### src/verilog/cmc_regs.svh
// Register map, field positions, reset values and counts of the CAN mode/interrupt block
`ifndef CMC_REGS_SVH
`define CMC_REGS_SVH

// ----------------------------------------------------------------
// Register offsets
// ----------------------------------------------------------------
`define CMC_ADDR_CTRL1  3'h0
`define CMC_ADDR_CTRL2  3'h1
`define CMC_ADDR_VEC    3'h2
`define CMC_ADDR_FCTRL  3'h3
`define CMC_ADDR_FIFO   3'h4
`define CMC_ADDR_INTF   3'h5
`define CMC_ADDR_INTE   3'h6

// ----------------------------------------------------------------
// Fields, reset values and counts
// ----------------------------------------------------------------
`define CMC_C1_SIDL     13
`define CMC_C1_ABORT    12
`define CMC_C1_CKS      11
`define CMC_C1_CAP      3
`define CMC_C1_WIN      0
`define CMC_FL_IVR      7
`define CMC_FL_WAK      6
`define CMC_FL_ERR      5
`define CMC_FL_FIFO     3
`define CMC_FL_OVF      2
`define CMC_FL_RB       1
`define CMC_FL_TB       0
`define CMC_FLAG_MASK   8'hEF
`define CMC_MODE_RST    3'h4
`define CMC_IC_NONE     7'h40
`define CMC_IC_ERR      7'h41
`define CMC_IC_WAKE     7'h42
`define CMC_IC_OVF      7'h43
`define CMC_IC_FIFO     7'h44
`define CMC_DN_MAX      5'h11
`define CMC_IDLE_BITS   11

`endif

### src/verilog/cmc_pkg.sv
// Types shared by the CAN mode/interrupt block
package cmc_pkg;

  // Operating modes, same code for request and status
  typedef enum logic [2:0] {
    CMC_NORMAL     = 3'h0,
    CMC_DISABLE    = 3'h1,
    CMC_LOOPBACK   = 3'h2,
    CMC_LISTEN     = 3'h3,
    CMC_CONFIG     = 3'h4,
    CMC_RSV5       = 3'h5,
    CMC_RSV6       = 3'h6,
    CMC_LISTEN_ALL = 3'h7
  } cmc_mode_e;

  // Error states from the protocol engine
  typedef struct packed {
    logic tx_bus_off;
    logic tx_bus_passive;
    logic rx_bus_passive;
    logic tx_warning;
    logic rx_warning;
  } cmc_err_s;

  // One-cycle events from the protocol engine
  typedef struct packed {
    logic       invalid_msg;
    logic       wakeup;
    logic       fifo_almost_full;
    logic       rx_overflow;
    logic       rx_buffer;
    logic       tx_buffer;
    logic [3:0] rx_buf_num;
    logic [2:0] tx_buf_num;
    logic [3:0] filter_hit;
  } cmc_evt_s;

endpackage

### src/verilog/cmc_mode_irq_ctrl.sv
// Mode sequencing, FIFO pointers and interrupt status of the CAN controller
`timescale 1ns/1ps
`include "cmc_regs.svh"

module cmc_mode_irq_ctrl
  import cmc_pkg::*;
#(
  parameter int IDLE_BITS = `CMC_IDLE_BITS
) (
  input  wire logic        core_clk,
  input  wire logic        rstn,
  input  wire logic [2:0]  reg_addr,
  input  wire logic [15:0] reg_wdata,
  input  wire logic        reg_wr,
  input  wire logic        reg_rd,
  output logic      [15:0] reg_rdata,
  input  wire logic        bit_strobe,
  input  wire logic        rx_bit,
  input  wire logic        chip_idle,
  input  wire logic        tx_abort_done,
  input  wire logic        msg_received,
  input  wire logic [4:0]  dn_count_in,
  input  wire cmc_err_s    err_state,
  input  wire cmc_evt_s    evt,
  input  wire logic        fifo_write,
  input  wire logic        fifo_read,
  output cmc_mode_e        mode_status,
  output logic             module_run,
  output logic             abort_all_tx,
  output logic             module_clock_double,
  output logic             capture_event,
  output logic             register_window_select,
  output logic      [4:0]  data_bit_filter_count,
  output logic      [5:0]  buffer_count,
  output logic      [5:0]  fifo_buffer_pointer,
  output logic      [5:0]  fifo_next_read_pointer,
  output logic             irq
);

  // ----------------------------------------------------------------
  // Functions
  // ----------------------------------------------------------------

  // Buffer count from the area size code
  function automatic logic [5:0] area_count(input logic [2:0] code);
    case (code)
      3'h0:    area_count = 6'h04;
      3'h1:    area_count = 6'h06;
      3'h2:    area_count = 6'h08;
      3'h3:    area_count = 6'h0C;
      3'h4:    area_count = 6'h10;
      3'h5:    area_count = 6'h18;
      default: area_count = 6'h20;  // Reserved code kept at largest
    endcase
  endfunction

  // Step a FIFO pointer, wrapping back to the start buffer
  function automatic logic [5:0] fifo_step(input logic [5:0] p,
                                           input logic [4:0] start,
                                           input logic [5:0] cnt);
    if (p + 6'h01 >= cnt) begin
      fifo_step = {1'b0, start};
    end else begin
      fifo_step = p + 6'h01;
    end
  endfunction

  // ----------------------------------------------------------------
  // State
  // ----------------------------------------------------------------
  logic        stop_reg,    stop_next;
  logic        abort_reg,   abort_next;
  logic        cks_reg,     cks_next;
  logic [2:0]  req_reg,     req_next;
  cmc_mode_e   mode_reg,    mode_next;
  logic        cap_reg,     cap_next;
  logic        win_reg,     win_next;
  logic [3:0]  idle_reg,    idle_next;
  logic        run_reg,     run_next;
  logic        capev_reg,   capev_next;
  logic [4:0]  dn_reg,      dn_next;
  logic [2:0]  size_reg,    size_next;
  logic [4:0]  fsa_reg,     fsa_next;
  logic [5:0]  fbp_reg,     fbp_next;
  logic [5:0]  fifo_next_read_pointer_reg,    fifo_next_read_pointer_next;
  logic [5:0]  cnt_reg,     cnt_next;
  logic [7:0]  flag_reg,    flag_next;
  logic [7:0]  en_reg,      en_next;
  cmc_err_s    err_reg,     err_next;
  logic [6:0]  interrupt_code_reg,   interrupt_code_next;
  logic [4:0]  hit_reg,     hit_next;
  logic [3:0]  rxn_reg,     rxn_next;
  logic [2:0]  txn_reg,     txn_next;
  logic        irq_reg,     irq_next;
  logic [15:0] rdata_reg,   rdata_next;

  logic        wr_c1;
  logic        wr_fc;
  logic        wr_fl;
  logic        wr_en;
  logic        bus_idle;
  logic        req_ok;
  logic [7:0]  setv;
  logic [7:0]  pend;

  // Write decode
  assign wr_c1 = reg_wr && (reg_addr == `CMC_ADDR_CTRL1);
  assign wr_fc = reg_wr && (reg_addr == `CMC_ADDR_FCTRL);
  assign wr_fl = reg_wr && (reg_addr == `CMC_ADDR_INTF);
  assign wr_en = reg_wr && (reg_addr == `CMC_ADDR_INTE);

  // Bus idle once enough recessive bits are counted
  assign bus_idle = (idle_reg == 4'(IDLE_BITS));
  assign req_ok   = (req_reg != 3'h5) && (req_reg != 3'h6);

  // ----------------------------------------------------------------
  // Control and mode sequencing
  // ----------------------------------------------------------------

  // Next values of the control group
  always_comb begin
    stop_next  = stop_reg;
    abort_next = abort_reg;
    cks_next   = cks_reg;
    req_next   = req_reg;
    cap_next   = cap_reg;
    win_next   = win_reg;
    mode_next  = mode_reg;
    idle_next  = idle_reg;
    if (wr_c1) begin
      stop_next = reg_wdata[`CMC_C1_SIDL];
      cks_next  = reg_wdata[`CMC_C1_CKS];
      req_next  = reg_wdata[10:8];
      cap_next  = reg_wdata[`CMC_C1_CAP];
      win_next  = reg_wdata[`CMC_C1_WIN];
    end
    // Hardware clear on completion; a new set wins
    if (tx_abort_done) begin
      abort_next = 1'b0;
    end
    if (wr_c1 && reg_wdata[`CMC_C1_ABORT]) begin
      abort_next = 1'b1;
    end
    // Count consecutive recessive bits, saturating
    if (bit_strobe) begin
      if (!rx_bit) begin
        idle_next = 4'h0;
      end else if (!bus_idle) begin
        idle_next = idle_reg + 4'h1;
      end
    end
    // Switch mode only on an idle bus with a legal request
    if (bus_idle && req_ok && run_reg) begin
      mode_next = cmc_mode_e'(req_reg);
    end
    run_next   = !(stop_reg && chip_idle);
    capev_next = cap_reg && msg_received && run_reg;
  end

  // Control registers
  always_ff @(posedge core_clk or negedge rstn) begin
    if (!rstn) begin
      stop_reg  <= 1'b0;
      abort_reg <= 1'b0;
      cks_reg   <= 1'b0;
      req_reg   <= `CMC_MODE_RST;
      mode_reg  <= CMC_CONFIG;
      cap_reg   <= 1'b0;
      win_reg   <= 1'b0;
      idle_reg  <= 4'h0;
      run_reg   <= 1'b1;
      capev_reg <= 1'b0;
    end else begin
      stop_reg  <= stop_next;
      abort_reg <= abort_next;
      cks_reg   <= cks_next;
      req_reg   <= req_next;
      mode_reg  <= mode_next;
      cap_reg   <= cap_next;
      win_reg   <= win_next;
      idle_reg  <= idle_next;
      run_reg   <= run_next;
      capev_reg <= capev_next;
    end
  end

  // ----------------------------------------------------------------
  // FIFO area and pointers
  // ----------------------------------------------------------------

  // Next values of the FIFO group
  always_comb begin
    size_next = size_reg;
    fsa_next  = fsa_reg;
    fbp_next  = fbp_reg;
    fifo_next_read_pointer_next = fifo_next_read_pointer_reg;
    dn_next   = (dn_count_in > `CMC_DN_MAX) ? 5'h00 : dn_count_in;
    if (wr_fc) begin
      size_next = reg_wdata[15:13];
      fsa_next  = reg_wdata[4:0];
      fbp_next  = {1'b0, reg_wdata[4:0]};
      fifo_next_read_pointer_next = {1'b0, reg_wdata[4:0]};
    end else if (run_reg) begin
      if (fifo_write) begin
        fbp_next = fifo_step(fbp_reg, fsa_reg, cnt_reg);
      end
      if (fifo_read) begin
        fifo_next_read_pointer_next = fifo_step(fifo_next_read_pointer_reg, fsa_reg, cnt_reg);
      end
    end
    cnt_next = area_count(size_next);
  end

  // FIFO registers
  always_ff @(posedge core_clk or negedge rstn) begin
    if (!rstn) begin
      size_reg <= 3'h0;
      fsa_reg  <= 5'h00;
      fbp_reg  <= 6'h00;
      fifo_next_read_pointer_reg <= 6'h00;
      cnt_reg  <= 6'h04;
      dn_reg   <= 5'h00;
    end else begin
      size_reg <= size_next;
      fsa_reg  <= fsa_next;
      fbp_reg  <= fbp_next;
      fifo_next_read_pointer_reg <= fifo_next_read_pointer_next;
      cnt_reg  <= cnt_next;
      dn_reg   <= dn_next;
    end
  end

  // ----------------------------------------------------------------
  // Interrupt flags, enables and code
  // ----------------------------------------------------------------

  // Events that set flags while the module runs
  always_comb begin
    setv = 8'h00;
    setv[`CMC_FL_IVR]  = evt.invalid_msg;
    setv[`CMC_FL_WAK]  = evt.wakeup;
    setv[`CMC_FL_ERR]  = |(err_state & ~err_reg);
    setv[`CMC_FL_FIFO] = evt.fifo_almost_full;
    setv[`CMC_FL_OVF]  = evt.rx_overflow;
    setv[`CMC_FL_RB]   = evt.rx_buffer;
    setv[`CMC_FL_TB]   = evt.tx_buffer;
    setv = setv & {8{run_reg}};
  end

  // Next values of the interrupt group
  always_comb begin
    flag_next = flag_reg;
    en_next   = en_reg;
    hit_next  = hit_reg;
    rxn_next  = rxn_reg;
    txn_next  = txn_reg;
    err_next  = err_state;
    if (wr_fl) begin
      flag_next = flag_reg & reg_wdata[7:0];
    end
    flag_next = (flag_next | setv) & `CMC_FLAG_MASK;
    if (wr_en) begin
      en_next = reg_wdata[7:0] & `CMC_FLAG_MASK;
    end
    if (setv[`CMC_FL_RB]) begin
      rxn_next = evt.rx_buf_num;
      hit_next = {1'b0, evt.filter_hit};
    end
    if (setv[`CMC_FL_TB]) begin
      txn_next = evt.tx_buf_num;
    end
    pend     = flag_next & en_next;
    irq_next = |pend;
    // Fixed priority among pending sources
    if (pend[`CMC_FL_ERR]) begin
      interrupt_code_next = `CMC_IC_ERR;
    end else if (pend[`CMC_FL_OVF]) begin
      interrupt_code_next = `CMC_IC_OVF;
    end else if (pend[`CMC_FL_WAK]) begin
      interrupt_code_next = `CMC_IC_WAKE;
    end else if (pend[`CMC_FL_FIFO]) begin
      interrupt_code_next = `CMC_IC_FIFO;
    end else if (pend[`CMC_FL_RB]) begin
      interrupt_code_next = {3'h0, rxn_next};
    end else if (pend[`CMC_FL_TB]) begin
      interrupt_code_next = {4'h0, txn_next};
    end else begin
      interrupt_code_next = `CMC_IC_NONE;
    end
  end

  // Interrupt registers
  always_ff @(posedge core_clk or negedge rstn) begin
    if (!rstn) begin
      flag_reg  <= 8'h00;
      en_reg    <= 8'h00;
      err_reg   <= '0;
      interrupt_code_reg <= `CMC_IC_NONE;
      hit_reg   <= 5'h00;
      rxn_reg   <= 4'h0;
      txn_reg   <= 3'h0;
      irq_reg   <= 1'b0;
    end else begin
      flag_reg  <= flag_next;
      en_reg    <= en_next;
      err_reg   <= err_next;
      interrupt_code_reg <= interrupt_code_next;
      hit_reg   <= hit_next;
      rxn_reg   <= rxn_next;
      txn_reg   <= txn_next;
      irq_reg   <= irq_next;
    end
  end

  // ----------------------------------------------------------------
  // Register read port
  // ----------------------------------------------------------------

  // Read mux; unmapped and reserved bits read zero
  always_comb begin
    rdata_next = 16'h0000;
    if (reg_rd) begin
      case (reg_addr)
        `CMC_ADDR_CTRL1: rdata_next = {2'h0, stop_reg, abort_reg, cks_reg,
                                       req_reg, mode_reg, 1'b0, cap_reg,
                                       2'h0, win_reg};
        `CMC_ADDR_CTRL2: rdata_next = {11'h000, dn_reg};
        `CMC_ADDR_VEC:   rdata_next = {3'h0, hit_reg, 1'b0, interrupt_code_reg};
        `CMC_ADDR_FCTRL: rdata_next = {size_reg, 8'h00, fsa_reg};
        `CMC_ADDR_FIFO:  rdata_next = {2'h0, fbp_reg, 2'h0, fifo_next_read_pointer_reg};
        `CMC_ADDR_INTF:  rdata_next = {2'h0, err_reg,
                                       err_reg.tx_warning | err_reg.rx_warning,
                                       flag_reg};
        `CMC_ADDR_INTE:  rdata_next = {8'h00, en_reg};
        default:         rdata_next = 16'h0000;
      endcase
    end
  end

  // Read data stands one cycle after the strobe
  always_ff @(posedge core_clk or negedge rstn) begin
    if (!rstn) begin
      rdata_reg <= 16'h0000;
    end else begin
      rdata_reg <= rdata_next;
    end
  end

  // Outputs straight from flip-flops
  assign reg_rdata              = rdata_reg;
  assign mode_status            = mode_reg;
  assign module_run             = run_reg;
  assign abort_all_tx           = abort_reg;
  assign module_clock_double    = cks_reg;
  assign capture_event          = capev_reg;
  assign register_window_select = win_reg;
  assign data_bit_filter_count  = dn_reg;
  assign buffer_count           = cnt_reg;
  assign fifo_buffer_pointer    = fbp_reg;
  assign fifo_next_read_pointer = fifo_next_read_pointer_reg;
  assign irq                    = irq_reg;
endmodule // cmc_mode_irq_ctrl

### config.mk
export PLATFORM = sky130hd
export DESIGN_NAME = cmc_mode_irq_ctrl
export DESIGN_NICKNAME = d
export VERILOG_FILES = /design/src/verilog/cmc_pkg.sv /design/src/verilog/cmc_mode_irq_ctrl.sv
export VERILOG_INCLUDE_DIRS = /design/src /design/src/verilog
export SDC_FILE = /design/constraint.sdc
export NUM_CORES = 1
export LEC_CHECK = 0
export ABC_CLOCK_PERIOD_IN_PS = 2670
export BUFFER_PORTS_ARGS = -buffer_cell sky130_fd_sc_hd__buf_2
export CAP_MARGIN = 20
export CORE_MARGIN = 2
export CORE_UTILIZATION = 31
export DETAILED_ROUTE_END_ITERATION = 8
export PLACE_DENSITY = 0.51
export SLEW_MARGIN = 5
export SYNTH_ARGS = -nofsm -noshare
export SYNTH_HDL_FRONTEND = slang
export SYNTH_SLANG_ARGS = --single-unit
### constraint.sdc
create_clock -name core_clk -period 2.67 [get_ports core_clk]
set_input_delay 0.534 -clock core_clk [delete_from_list [all_inputs] [get_ports core_clk]]
set_output_delay 0.534 -clock core_clk [all_outputs]
set_load 0.02 [all_outputs]
======== Word-level counts from Yosys, hierarchy flattened ========
Index checks and enable logic that the tools add are counted.
Widths: inputs -> output; s select.
operators by class
  reductions and logical operators ........ 23
  bitwise logic cells ..................... 7
  equality and inequality tests ........... 15
  add/sub/neg operators ................... 3
  multiplexer cells ....................... 27
  magnitude comparators ................... 3
operator list
  cell                 number
  $pmux 16 s7          1
  $mux 6               8
  $mux 7               6
  $pmux 6 s6           1
  $and 8x8->8          3
  $mux 16              1
  $mux 8               2
  $eq 3x3->1 const B   5
  $add 6x1->6 const B  2
  $eq 3x2->1 const B   4
  $ge 6x6->1           2
  $mux 4               3
  $logic_and 1x1->1    11
  $or 8x8->8           1
  $reduce_bool 2->1    4
  $reduce_or 8->1      1
  $eq 3x1->1 const B   2
  $logic_not 3->1      2
  $mux 3               2
  $ne 3x3->1 const B   2
  $reduce_and 2->1     3
  $and 5x5->5          1
  $gt 5x5->1 const B   1
  $mux 5               1
  8 further kinds      9
word-level totals
  output and inout port bits .............. 48
  register bits ........................... 103

======== Depth between registers and ports, before layout ========
Gate-level depths: netlist of run 1.
  depth in word-level cells ............... 12
  mapped depth ............................ 9
  depth with buffers taken out ............ 9

======== Worst setup path before layout of run 1 ========
Ideal clock, no wire load.
  path type ............................... reg-to-reg
  from .................................... reg fbp_reg[0], in the netlist fifo_buffer_pointer[0]
  to ...................................... reg fbp_reg[0], in the netlist fifo_buffer_pointer[0]
  path slack .............................. 192 ps
  arrival time ............................ 2,391 ps
  setup time .............................. 87 ps
  stages on the path, launching flop included .. 10
  required time ........................... 2,583 ps
  cells stage by stage .................... dfrtp_1 > ha_1 > nand3_1 > xnor2_1 > ha_1 > and4_1 > a21oi_1 > o21ai_1 > a2111o_1 > o211ai_1
on the way
  cells in the longest elaborated chain, start to end .. 6
RTL lines
  element                   line                                              source
  start: declaration        cmc_mode_irq_ctrl.sv:84                           logic [5:0] fbp_reg, fbp_next;
  start signal: assignment  cmc_mode_irq_ctrl.sv:226                          fbp_reg <= fbp_next;
  $add 6x1->6 *             cmc_mode_irq_ctrl.sv:61, cmc_mode_irq_ctrl.sv:64
  $ge 6x6->1                cmc_mode_irq_ctrl.sv:61                           if (p + 6'h01 >= cnt) begin
  $mux 6 *                  cmc_mode_irq_ctrl.sv:61
  $mux 6 *                  cmc_mode_irq_ctrl.sv:204                          if (fifo_write) begin
  $mux 6 *                  cmc_mode_irq_ctrl.sv:203                          end else if (run_reg) begin
  $mux 6 *                  cmc_mode_irq_ctrl.sv:198                          if (wr_fc) begin
Every way passes the cells marked *; elsewhere a longest branch is shown, timed or not. The select of a mux whose other input is x is not followed.
A chain may end at the register's enable or synchronous reset.

======== Worst setup path in the final report of run 1 ========
  from .................................... reg fbp_reg[1], in the netlist fifo_buffer_pointer[1]
  to ...................................... reg fbp_reg[2], in the netlist fifo_buffer_pointer[2]
Same word-level chain as after synthesis.

==> summary.txt, run 1 <==
Global routing
  • Initial antenna violation count: 0
  • Global-route wire length before repair: 23.92 mm
  • GR peak layer: met2
  • Global route overflow: 0
  • GRT Total Usage: 0.1766
  • Grt met3 use: 0.03295
  • Met1 usage: 0.2400
  • Largest net degree at the start of global routing: 56
  • Met2 usage: 0.2844
  • Vias in the first global route: 4253

Critical path
  • CP Launch Type: flop
  • Crit-path max FO: 6
  • Nature of the critical path endpoint: flop
  • Crit Path Class: flop to flop
  • Arr. time, crit path: 2740 ps
  • Reg2Reg Setup Slack: 190 ps
  • CP Data Required Time: 2930 ps
  • Worst R2R End: fifo_buffer_pointer[2]$_DFFE_PN0P_
  • Reg2Reg Depth: 10
  • R2r startpoint: fifo_buffer_pointer[1]$_DFFE_PN0P_

STA
  • Post-Route Setup TNS: 0 ps
  • # setup viols final: 0
  • Period utilization: 0.9303
  • RSZ-0062 raised after global routing: false
  • Max_slew headroom: 0.6344
  • Fin. max-slew vios: 0
  • Min Clock Period, post-route: 2484 ps
  • Fmax: 0.4026 GHz
  • Hold Fails Final Rpt: 0
  • Layout Skew: 9.747 ps
  • Slew @ Worst Pin: 547.1 ps

Floorplan
  • Boundary pin count: 105
  • Die width: 132.6 µm
  • Core Footprint: 16350 µm²
  • Starting density of the core: 0.3135
  • Cell Rows: 47
  • Area of the die: 17580 µm²
  • Die Y: 132.6 µm

Yosys
  • Syn Area/Cell: 10.44 µm²
  • Synth top area share: 0.4590
  • Register area share after synthesis: 0.4846
  • Cell taking the most area after synthesis: dfrtp_1
  • Mapped Area: 5125 µm²
  • Post-Syn Instances: 491
  • Synth warnings: 0
  • Synth cell types: 71
  • Synth Flop Type: dfrtp_1
  • Async SR Flop Fraction: 1.000
  • Post-synth EDFFs: 0
  • Synth top area cells: dfrtp_1 (46%), mux2_2 (6.2%), nand2_1 (4.8%), mux2i_1 (3.5%), ha_1 (3.2%)
  • FF+latch count, synth: 99
  • Post-synthesis net count: 561

Clock network
  • Clk_lat worst skew: 360 ps
  • Hold_buf cts: 0
  • H-Tree Depth: 3
  • CTS tree: done
  • Clock Tree Buf Depth: 2
  • Clock root buffer: clkbuf_16
  • Worst-path clk slew: 70 ps
  • Sink Count: 99
  • CTS Buf Count: 9

Final layout
  • Commonest non-fill, non-tap cell in the layout: buf_2
  • # diodes: 0
  • Design area: 6255 µm²
  • Area growth from synthesis to layout: 22.05%
  • Register Area: 2485 µm²
  • Most frequent cells in the layout: buf_2 (102), dfrtp_1 (93), nand2_1 (66)
  • Max FFs per register: 16
  • Share of cells above drive strength 1: 0.3147
  • Fill cells: 1694
  • Final net count: 672
  • Area occupied by multi-input gates: 2427 µm²

Placement
  • RePlAce Congestion: 0.8247
  • Post-DP Area: 5951 µm²
  • DP HPWL: 11.59 mm
  • PortBufs: 103

Power and ir drop
  • PD cells: 842.0 nW/µm²
  • Total power: 5.266 mW
  • Max IR drop VDD: 0.0003294 V
  • Leak: 2.985 nW

Routing
  • Wire per inst: 18.31 µm
  • Routed Antenna Nets: 0
  • Vias: 4132
  • Drt pass-1 iters: 5
  • DRC viols: 0
  • 1st-iter DRT viols: 315
  • Vias per cell: 4.996
  • Final WL: 15.14 mm

Status
  • Status: finished, final reports clean

Job
  • Max_cap viols: 0

Worst hold path
  • Hold Path Class: primary input to async pin
[worst max-delay path by stage]
stage | endpoint | start | depth (start not counted) | slack, ps
finish | fifo_buffer_pointer[2]$_DFFE_PN0P_ | fifo_buffer_pointer[1]$_DFFE_PN0P_ | 10 | 190
CTS | fifo_buffer_pointer[2]$_DFFE_PN0P_ | fifo_buffer_pointer[0]$_DFFE_PN0P_ | 10 | 160
global route | fifo_next_read_pointer[0]$_DFFE_PN0P_ | fifo_next_read_pointer[0]$_DFFE_PN0P_ | 9 | 30
floorplan | fifo_buffer_pointer[0]$_DFFE_PN0P_ | fifo_buffer_pointer[0]$_DFFE_PN0P_ | 9 | 190
global placement | fifo_next_read_pointer[0]$_DFFE_PN0P_ | fifo_next_read_pointer[0]$_DFFE_PN0P_ | 9 | 290
detailed placement | fifo_buffer_pointer[2]$_DFFE_PN0P_ | fifo_buffer_pointer[0]$_DFFE_PN0P_ | 10 | 190
[critical path: stages (launching register included)]
cell     delay [ps]
dfrtp_1         470
ha_1            270
nand3_1         110
xnor2_1         220
ha_1            290
and4_1          210
a21oi_1         170
o21ai_1         110
buf_4           180
mux2i_1         120
o31ai_1         230
[synthesized netlist by cell type (3+ instances only)]
| cell type | instances |
|---|---|
| a22oi_1 | 4 |
| nand3_1 | 12 |
| and2_1 | 6 |
| o21ai_0 | 17 |
| mux2_2 | 28 |
| and4_1 | 4 |
| mux2i_1 | 18 |
| o211ai_1 | 4 |
| buf_2 | 9 |
| a31oi_1 | 6 |
| and3_1 | 4 |
| a21oi_1 | 29 |
| nand2b_1 | 8 |
| inv_1 | 23 |
| o31ai_1 | 9 |
| nor2b_1 | 7 |
| and4b_1 | 3 |
| clkbuf_1 | 4 |
| ha_1 | 13 |
| a211oi_1 | 4 |
| a21o_1 | 3 |
| dfrtp_1 | 94 |
| dfstp_2 | 5 |
| xnor2_1 | 6 |
| nor2_1 | 32 |
| xor2_1 | 3 |
| a22o_1 | 7 |
| buf_6 | 4 |
| nand2_1 | 66 |
| nand3b_1 | 3 |
[final cells by class]
| class | instances | area share |
|---|---|---|
| flip-flops and latches | 99 | 0.3973 |
| inverters | 23 | 0.01380 |
| clock inverters | 6 | 0.01180 |
| multi-input cells | 348 | 0.3881 |
| repair buffers | 121 | 0.1084 |
| clock buffers | 10 | 0.03661 |
| well taps | 220 | 0.04401 |
[per-layer routing]
metal,routed length (µm),part of all wire,vias to the layer above
li1,-,-,1976
met1,7212,0.48,2030
met2,7053,0.47,106
met3,599,0.040,20
met4,272,0.018,0
met5,0,0,-
[power breakdown]
group	leakage (nW)	total [mW]	switching (mW)	internal, mW
Combinational	1.65	1.84	1.02	0.815
Clock	0.142	1.36	0.617	0.741
Sequential	1.20	2.07	0.295	1.77
Total	2.98	5.27	1.94	3.33
[through the flow]
step	cells	util	hold WS (ps)	setup WS (ps)
6_report	827	0.3826	83.43	186.1
5_1_grt	827	0.3826	104.4	29.23
4_1_cts	827	0.3825	87.26	162.1
3_5_place_dp	811	0.3640	420.4	186.6
3_3_place_gp	811	0.3640	411.6	288.4
2_1_floorplan	491	-	238.4	192.2
[what timing repair did]
item                       in CTS  in global routing
resized for setup               0                  1
setup buffers                   0                  0
setup endpoints to repair       0                  2
[cell families (layout without fill, tap and decap cells)]
family,Yosys count,after routing,synth area share
simple gates,163,163,0.1616
compound gates,113,113,0.1558
flops,99,99,0.4846
mux,49,49,0.1084
buf+inv,44,160,0.04175
fa+ha+maj,13,13,0.03174
xor+xnor,9,9,0.01538
other cells,1,1,0.0007317
No activity file was read; power rests on OpenSTA's default activity.
==> run 2: changes to the inputs <==
--- a/config.mk
+++ b/config.mk
@@ -11,7 +11,9 @@
 export CAP_MARGIN = 20
 export CORE_MARGIN = 2
 export CORE_UTILIZATION = 31
+export CTS_CLUSTER_SIZE = 10
 export DETAILED_ROUTE_END_ITERATION = 8
+export MAX_ROUTING_LAYER = met4
 export PLACE_DENSITY = 0.51
 export SLEW_MARGIN = 5
 export SYNTH_ARGS = -nofsm -noshare
==> run 2 against run 1 <==
Sequential share of layout area hardly changed. Critical path depth down 1. Power down 0.40%. Register-to-register slack about the same. Worst setup slack better by 7.0 ps. Worst hold slack worse by 20 ps. Flip-flop and latch count stayed put. Sequential power hardly changed. Via count is essentially flat. Die area did not move. First-iteration DRC count shrank 29%. Largest power group unchanged.
==> summary.txt, run 2 (synthesis gave the netlist of run 1 again) <==
Routing
  • DRC viols: 0
  • Drt pass-1 iters: 5
  • Wire per inst: 18.33 µm
  • Vias per cell: 4.999
  • Final WL: 15.16 mm
  • 1st-iter DRT viols: 225
  • Vias: 4134
  • Routed Antenna Nets: 0

STA
  • Max_slew headroom: 0.6275
  • Slew @ Worst Pin: 554.1 ps
  • # setup viols final: 0
  • Hold Fails Final Rpt: 0
  • Fin. max-slew vios: 0
  • Fmax: 0.4037 GHz
  • RSZ-0062 raised after global routing: false
  • Min Clock Period, post-route: 2477 ps
  • Period utilization: 0.9277
  • Worst setup margin: 193.1 ps
  • Layout Skew: 7.032 ps
  • Post-Route Setup TNS: 0 ps
  • Hold WS: 63.09 ps

Placement
  • RePlAce Congestion: 0.8481
  • DP HPWL: 11.57 mm
  • PortBufs: 103
  • Setup WS pre-CTS: 172.1 ps
  • Inst Count DP: 811

Power and ir drop
  • Max IR drop VDD: 0.0003654 V
  • Leak: 2.984 nW
  • P_sw: 1.904 mW
  • Switching share of power: 0.3629
  • Internal Dissipation: 3.342 mW
  • Logic pwr share: 0.350
  • PD cells: 838.9 nW/µm²
  • Clock power share: 0.256
  • Seq pwr share: 0.394

Floorplan
  • Cell Rows: 47
  • Boundary pin count: 105
  • Starting density of the core: 0.3135
  • Core Footprint: 16350 µm²
  • Area of the die: 17580 µm²
  • Die width: 132.6 µm
  • Die Y: 132.6 µm

Global routing
  • Global-route wire length before repair: 24.09 mm
  • Initial antenna violation count: 0
  • Global route overflow: 0
  • Vias in the first global route: 4304
  • Largest net degree at the start of global routing: 56
  • GRT Total Usage: 0.1832

Critical path
  • Worst setup path end: fifo_next_read_pointer[0]$_DFFE_PN0P_
  • Reg2Reg Depth: 9
  • CP Data Required Time: 2950 ps
  • Slowest stage delay, CP: 460 ps
  • Critical path startpoint: fifo_next_read_pointer[0]$_DFFE_PN0P_
  • Slowest CP cell: dfrtp_1
  • Reg2Reg Setup Slack: 190 ps
  • Arr. time, crit path: 2760 ps
  • CP Launch Type: flop
  • Ordered list of cells on the worst path: ha_2, nand3_1, xnor2_1, ha_1, and4_1, a21oi_1, o21ai_1, a2111o_1, o211ai_1
  • Crit Path Class: flop to flop
  • Worst R2R End: fifo_next_read_pointer[0]$_DFFE_PN0P_
  • R2r startpoint: fifo_next_read_pointer[0]$_DFFE_PN0P_
  • Nature of the critical path endpoint: flop
  • Crit-path max FO: 7

Final layout
  • Share of cells above drive strength 1: 0.3180
  • Most frequent cells in the layout: buf_2 (102), dfrtp_1 (93), nand2_1 (66)
  • Fin util: 0.3824
  • # diodes: 0
  • Area growth from synthesis to layout: 22.00%
  • Final std cells w/o fill: 827
  • Commonest non-fill, non-tap cell in the layout: buf_2
  • Max FFs per register: 16
  • Fill cells: 1680
  • Final net count: 672

Clock network
  • H-Tree Depth: 3
  • Worst-path clk slew: 70 ps
  • Clk_lat worst skew: 360 ps
  • Post_cts resized: 0
  • Clock root buffer: clkbuf_16
  • CTS Buf Count: 9
  • Postcts setup bufs: 0
  • Sink Count: 99
  • Clock Tree Buf Depth: 2
  • Hold_buf cts: 0
  • CTS tree: done

Status
  • Status: finished, final reports clean

Job
  • Max_cap viols: 0

Worst hold path
  • Hold Path Class: primary input to async pin
run 2: worst min path at each step:
| stage | end | slack [ps] |
|---|---|---|
| floorplan | abort_all_tx$_DFFE_PN0P_ | 240 |
| global placement | module_run$_DFF_PN1_ | 410 |
| detailed placement | module_run$_DFF_PN1_ | 420 |
| CTS | fifo_next_read_pointer[4]$_DFFE_PN0P_ | 80 |
| global route | fifo_next_read_pointer[4]$_DFFE_PN0P_ | 90 |
| finish | fifo_next_read_pointer[4]$_DFFE_PN0P_ | 60 |
run 2: per-stage QoR:
| stage | instance area [µm²] | total power [mW] |
|---|---|---|
| floorplan | 5125 | 3.260 |
| global placement | 5951 | 3.916 |
| detailed placement | 5951 | 3.930 |
| CTS | 6246 | 5.291 |
| global route | 6252 | 5.575 |
| finish | 6252 | 5.245 |
run 2: cell type report:
cell class                      count  area [µm²]  share of cell area
Timing Repair Buffer              121       678.2              0.1085
Inverter                           23       86.33             0.01381
Sequential cell                    99        2485              0.3974
Clock inverter                      5       52.55            0.008405
Multi-Input combinational cell    348        2432              0.3890
Tap cell                          220       275.3             0.04403
Clock buffer                       11       242.7             0.03882
run 2: worst max-delay path, delay by kind of cell, from the launching register on:
kind                     cells  cell delay [ps]
AO/OA/AOI/OAI                4              900
XOR/XNOR                     1              220
adder cells (fa/ha/maj)      2              530
flip-flops                   1              460
AND/OR/NAND/NOR              2              300
run 2: per-layer routing:
layer  share of wire  up-vias  routed length (µm)  track usage
li1                -     1979                   -            -
met4           0.017        0                 257      0.05795
met3           0.043       16                 647      0.03103
met1            0.46     2022                6993       0.2383
met5               0        -                   0            -
met2            0.48      117                7258       0.2925
run 2: power groups by stage:
stage / clock network [mW] / registers, mW / logic, mW
after CTS: 1.38 / 2.07 / 1.84
after detailed placement: 0 / 2.10 / 1.83
after global placement: 0 / 2.09 / 1.83
final: 1.34 / 2.07 / 1.83
after global routing: 1.43 / 2.10 / 2.04
after floorplan: 0 / 2.16 / 1.10
==> run 3: changes to the inputs <==
--- a/config.mk
+++ b/config.mk
@@ -11,6 +11,7 @@
 export CAP_MARGIN = 20
 export CORE_MARGIN = 2
 export CORE_UTILIZATION = 31
+export CTS_BUF_LIST = sky130_fd_sc_hd__clkbuf_8
 export CTS_CLUSTER_SIZE = 10
 export DETAILED_ROUTE_END_ITERATION = 8
 export MAX_ROUTING_LAYER = met4
==> run 3 against run 2 <==
Clock-buffer cell count down 1. Die area unchanged. Worst setup slack better by 11 ps. Cell count unchanged. Worst hold slack worse by 48 ps. Power down 6.5%. Clock skew up 15 ps. Wire length up 0.55%. Critical path type unchanged. Largest cell class unchanged. Largest power group unchanged. Highest routed layer unchanged.
==> summary.txt, run 3 (synthesis gave the netlist of run 1 again) <==
Routing
  • Final WL: 15.24 mm
  • 1st-iter DRT viols: 207
  • Vias: 4118
  • Routed Antenna Nets: 0
  • Wire per inst: 18.43 µm
  • DRC viols: 0
  • Drt pass-1 iters: 4
  • Vias per cell: 4.979

Global routing
  • Vias in the first global route: 4291
  • Global-route wire length before repair: 24.08 mm
  • Global route overflow: 0
  • Largest net degree at the start of global routing: 56
  • Initial antenna violation count: 0
  • GRT Total Usage: 0.1836

Worst hold path
  • Hold Path Class: primary input to async pin

Critical path
  • Arr. time, crit path: 2780 ps
  • Nature of the critical path endpoint: flop
  • Crit Path Class: flop to flop
  • CP Data Required Time: 2990 ps
  • Crit-path max FO: 7
  • CP Launch Type: flop

Floorplan
  • Boundary pin count: 105
  • Area of the die: 17580 µm²
  • Die width: 132.6 µm
  • Die Y: 132.6 µm
  • Core Footprint: 16350 µm²
  • Starting density of the core: 0.3135
  • Cell Rows: 47

STA
  • Worst setup margin: 204.2 ps
  • Layout Skew: 21.96 ps
  • Hold Fails Final Rpt: 0
  • Min Clock Period, post-route: 2466 ps
  • Max_slew headroom: 0.6270
  • Fmax: 0.4056 GHz
  • Period utilization: 0.9235
  • # setup viols final: 0
  • Slew @ Worst Pin: 554.7 ps
  • Post-Route Setup TNS: 0 ps
  • Fin. max-slew vios: 0
  • RSZ-0062 raised after global routing: false

Clock network
  • CTS tree: done
  • Worst-path clk slew: 110 ps
  • Clock root buffer: clkbuf_8
  • Sink Count: 99
  • Hold_buf cts: 0
  • Clock Tree Buf Depth: 2
  • Clk_lat worst skew: 400 ps
  • H-Tree Depth: 3
  • CTS Buf Count: 9

Placement
  • RePlAce Congestion: 0.8481
  • DP HPWL: 11.57 mm
  • Setup WS pre-CTS: 172.1 ps
  • PortBufs: 103

Final layout
  • Fill cells: 1700
  • Max FFs per register: 16
  • # diodes: 0
  • Most frequent cells in the layout: buf_2 (102), dfrtp_1 (92), nand2_1 (66)
  • Commonest non-fill, non-tap cell in the layout: buf_2
  • Final net count: 672
  • Area growth from synthesis to layout: 20.00%
  • Share of cells above drive strength 1: 0.3180

Power and ir drop
  • Max IR drop VDD: 0.0002990 V
  • PD cells: 797.8 nW/µm²
  • Leak: 2.943 nW
  • Total power: 4.906 mW

Status
  • Status: finished, final reports clean

Job
  • Max_cap viols: 0
[run 3: worst max-delay path, cell delays in order (launching register included)]
cell	delay, ps
dfrtp_2	440
ha_1	240
nand3_1	110
xnor2_1	220
ha_1	280
and4_1	200
a21oi_1	160
o21ai_1	200
a2111o_1	440
o211ai_1	90
[run 3: what timing repair did]
item,4_1_cts,5_1_grt
setup endpoints to repair,0,6
buffers inserted,0,0
gates resized for setup,0,3
[run 3: cell type report]
class,count,area [µm²],area share
inverters,23,86.33,0.01404
flip-flops and latches,99,2486,0.4043
well taps,220,275.3,0.04476
clock inverters,6,56.30,0.009156
repair buffers,121,678.2,0.1103
clock buffers,10,137.6,0.02238
multi-input cells,348,2430,0.3951
[run 3: per-layer routing]
layer / share of wire / track usage
met3: 0.036 / 0.03448
met4: 0.010 / 0.05078
met1: 0.46 / 0.2373
met5: 0 / -
met2: 0.49 / 0.2959
[run 3: worst paths after layout]
check                      slack (ps)  depth (start not counted)                               endpoint                             startpoint
max                               200                          9  fifo_next_read_pointer[0]$_DFFE_PN0P_  fifo_next_read_pointer[0]$_DFFE_PN0P_
min                                20                          1  fifo_next_read_pointer[4]$_DFFE_PN0P_                                   rstn
max reg2reg                       200                          9  fifo_next_read_pointer[0]$_DFFE_PN0P_  fifo_next_read_pointer[0]$_DFFE_PN0P_
min reg2reg                       430                          1                   module_run$_DFF_PN1_                   stop_reg$_DFFE_PN0P_
max in group asynchronous        1950                          2              buffer_count[2]$_DFF_PN1_                                   rstn
min in group core_clk             270                          1                   err_reg[2]$_DFF_PN0_                           err_state[2]
[run 3: through the flow]
stage | hold WS [ps] | cells | instance area (µm²) | utilization
2_1_floorplan | 238.4 | 491 | 5125 | -
3_3_place_gp | 410.8 | 811 | 5951 | 0.3640
3_5_place_dp | 424.9 | 811 | 5951 | 0.3640
4_1_cts | 17.51 | 827 | 6145 | 0.3759
5_1_grt | 21.59 | 827 | 6150 | 0.3762
6_report | 15.34 | 827 | 6150 | 0.3762
[run 3: where the power goes]
group	internal [mW]	leakage, nW	switching (mW)
logic	0.816	1.64	1.02
clock network	0.451	0.103	0.552
registers	1.77	1.20	0.297
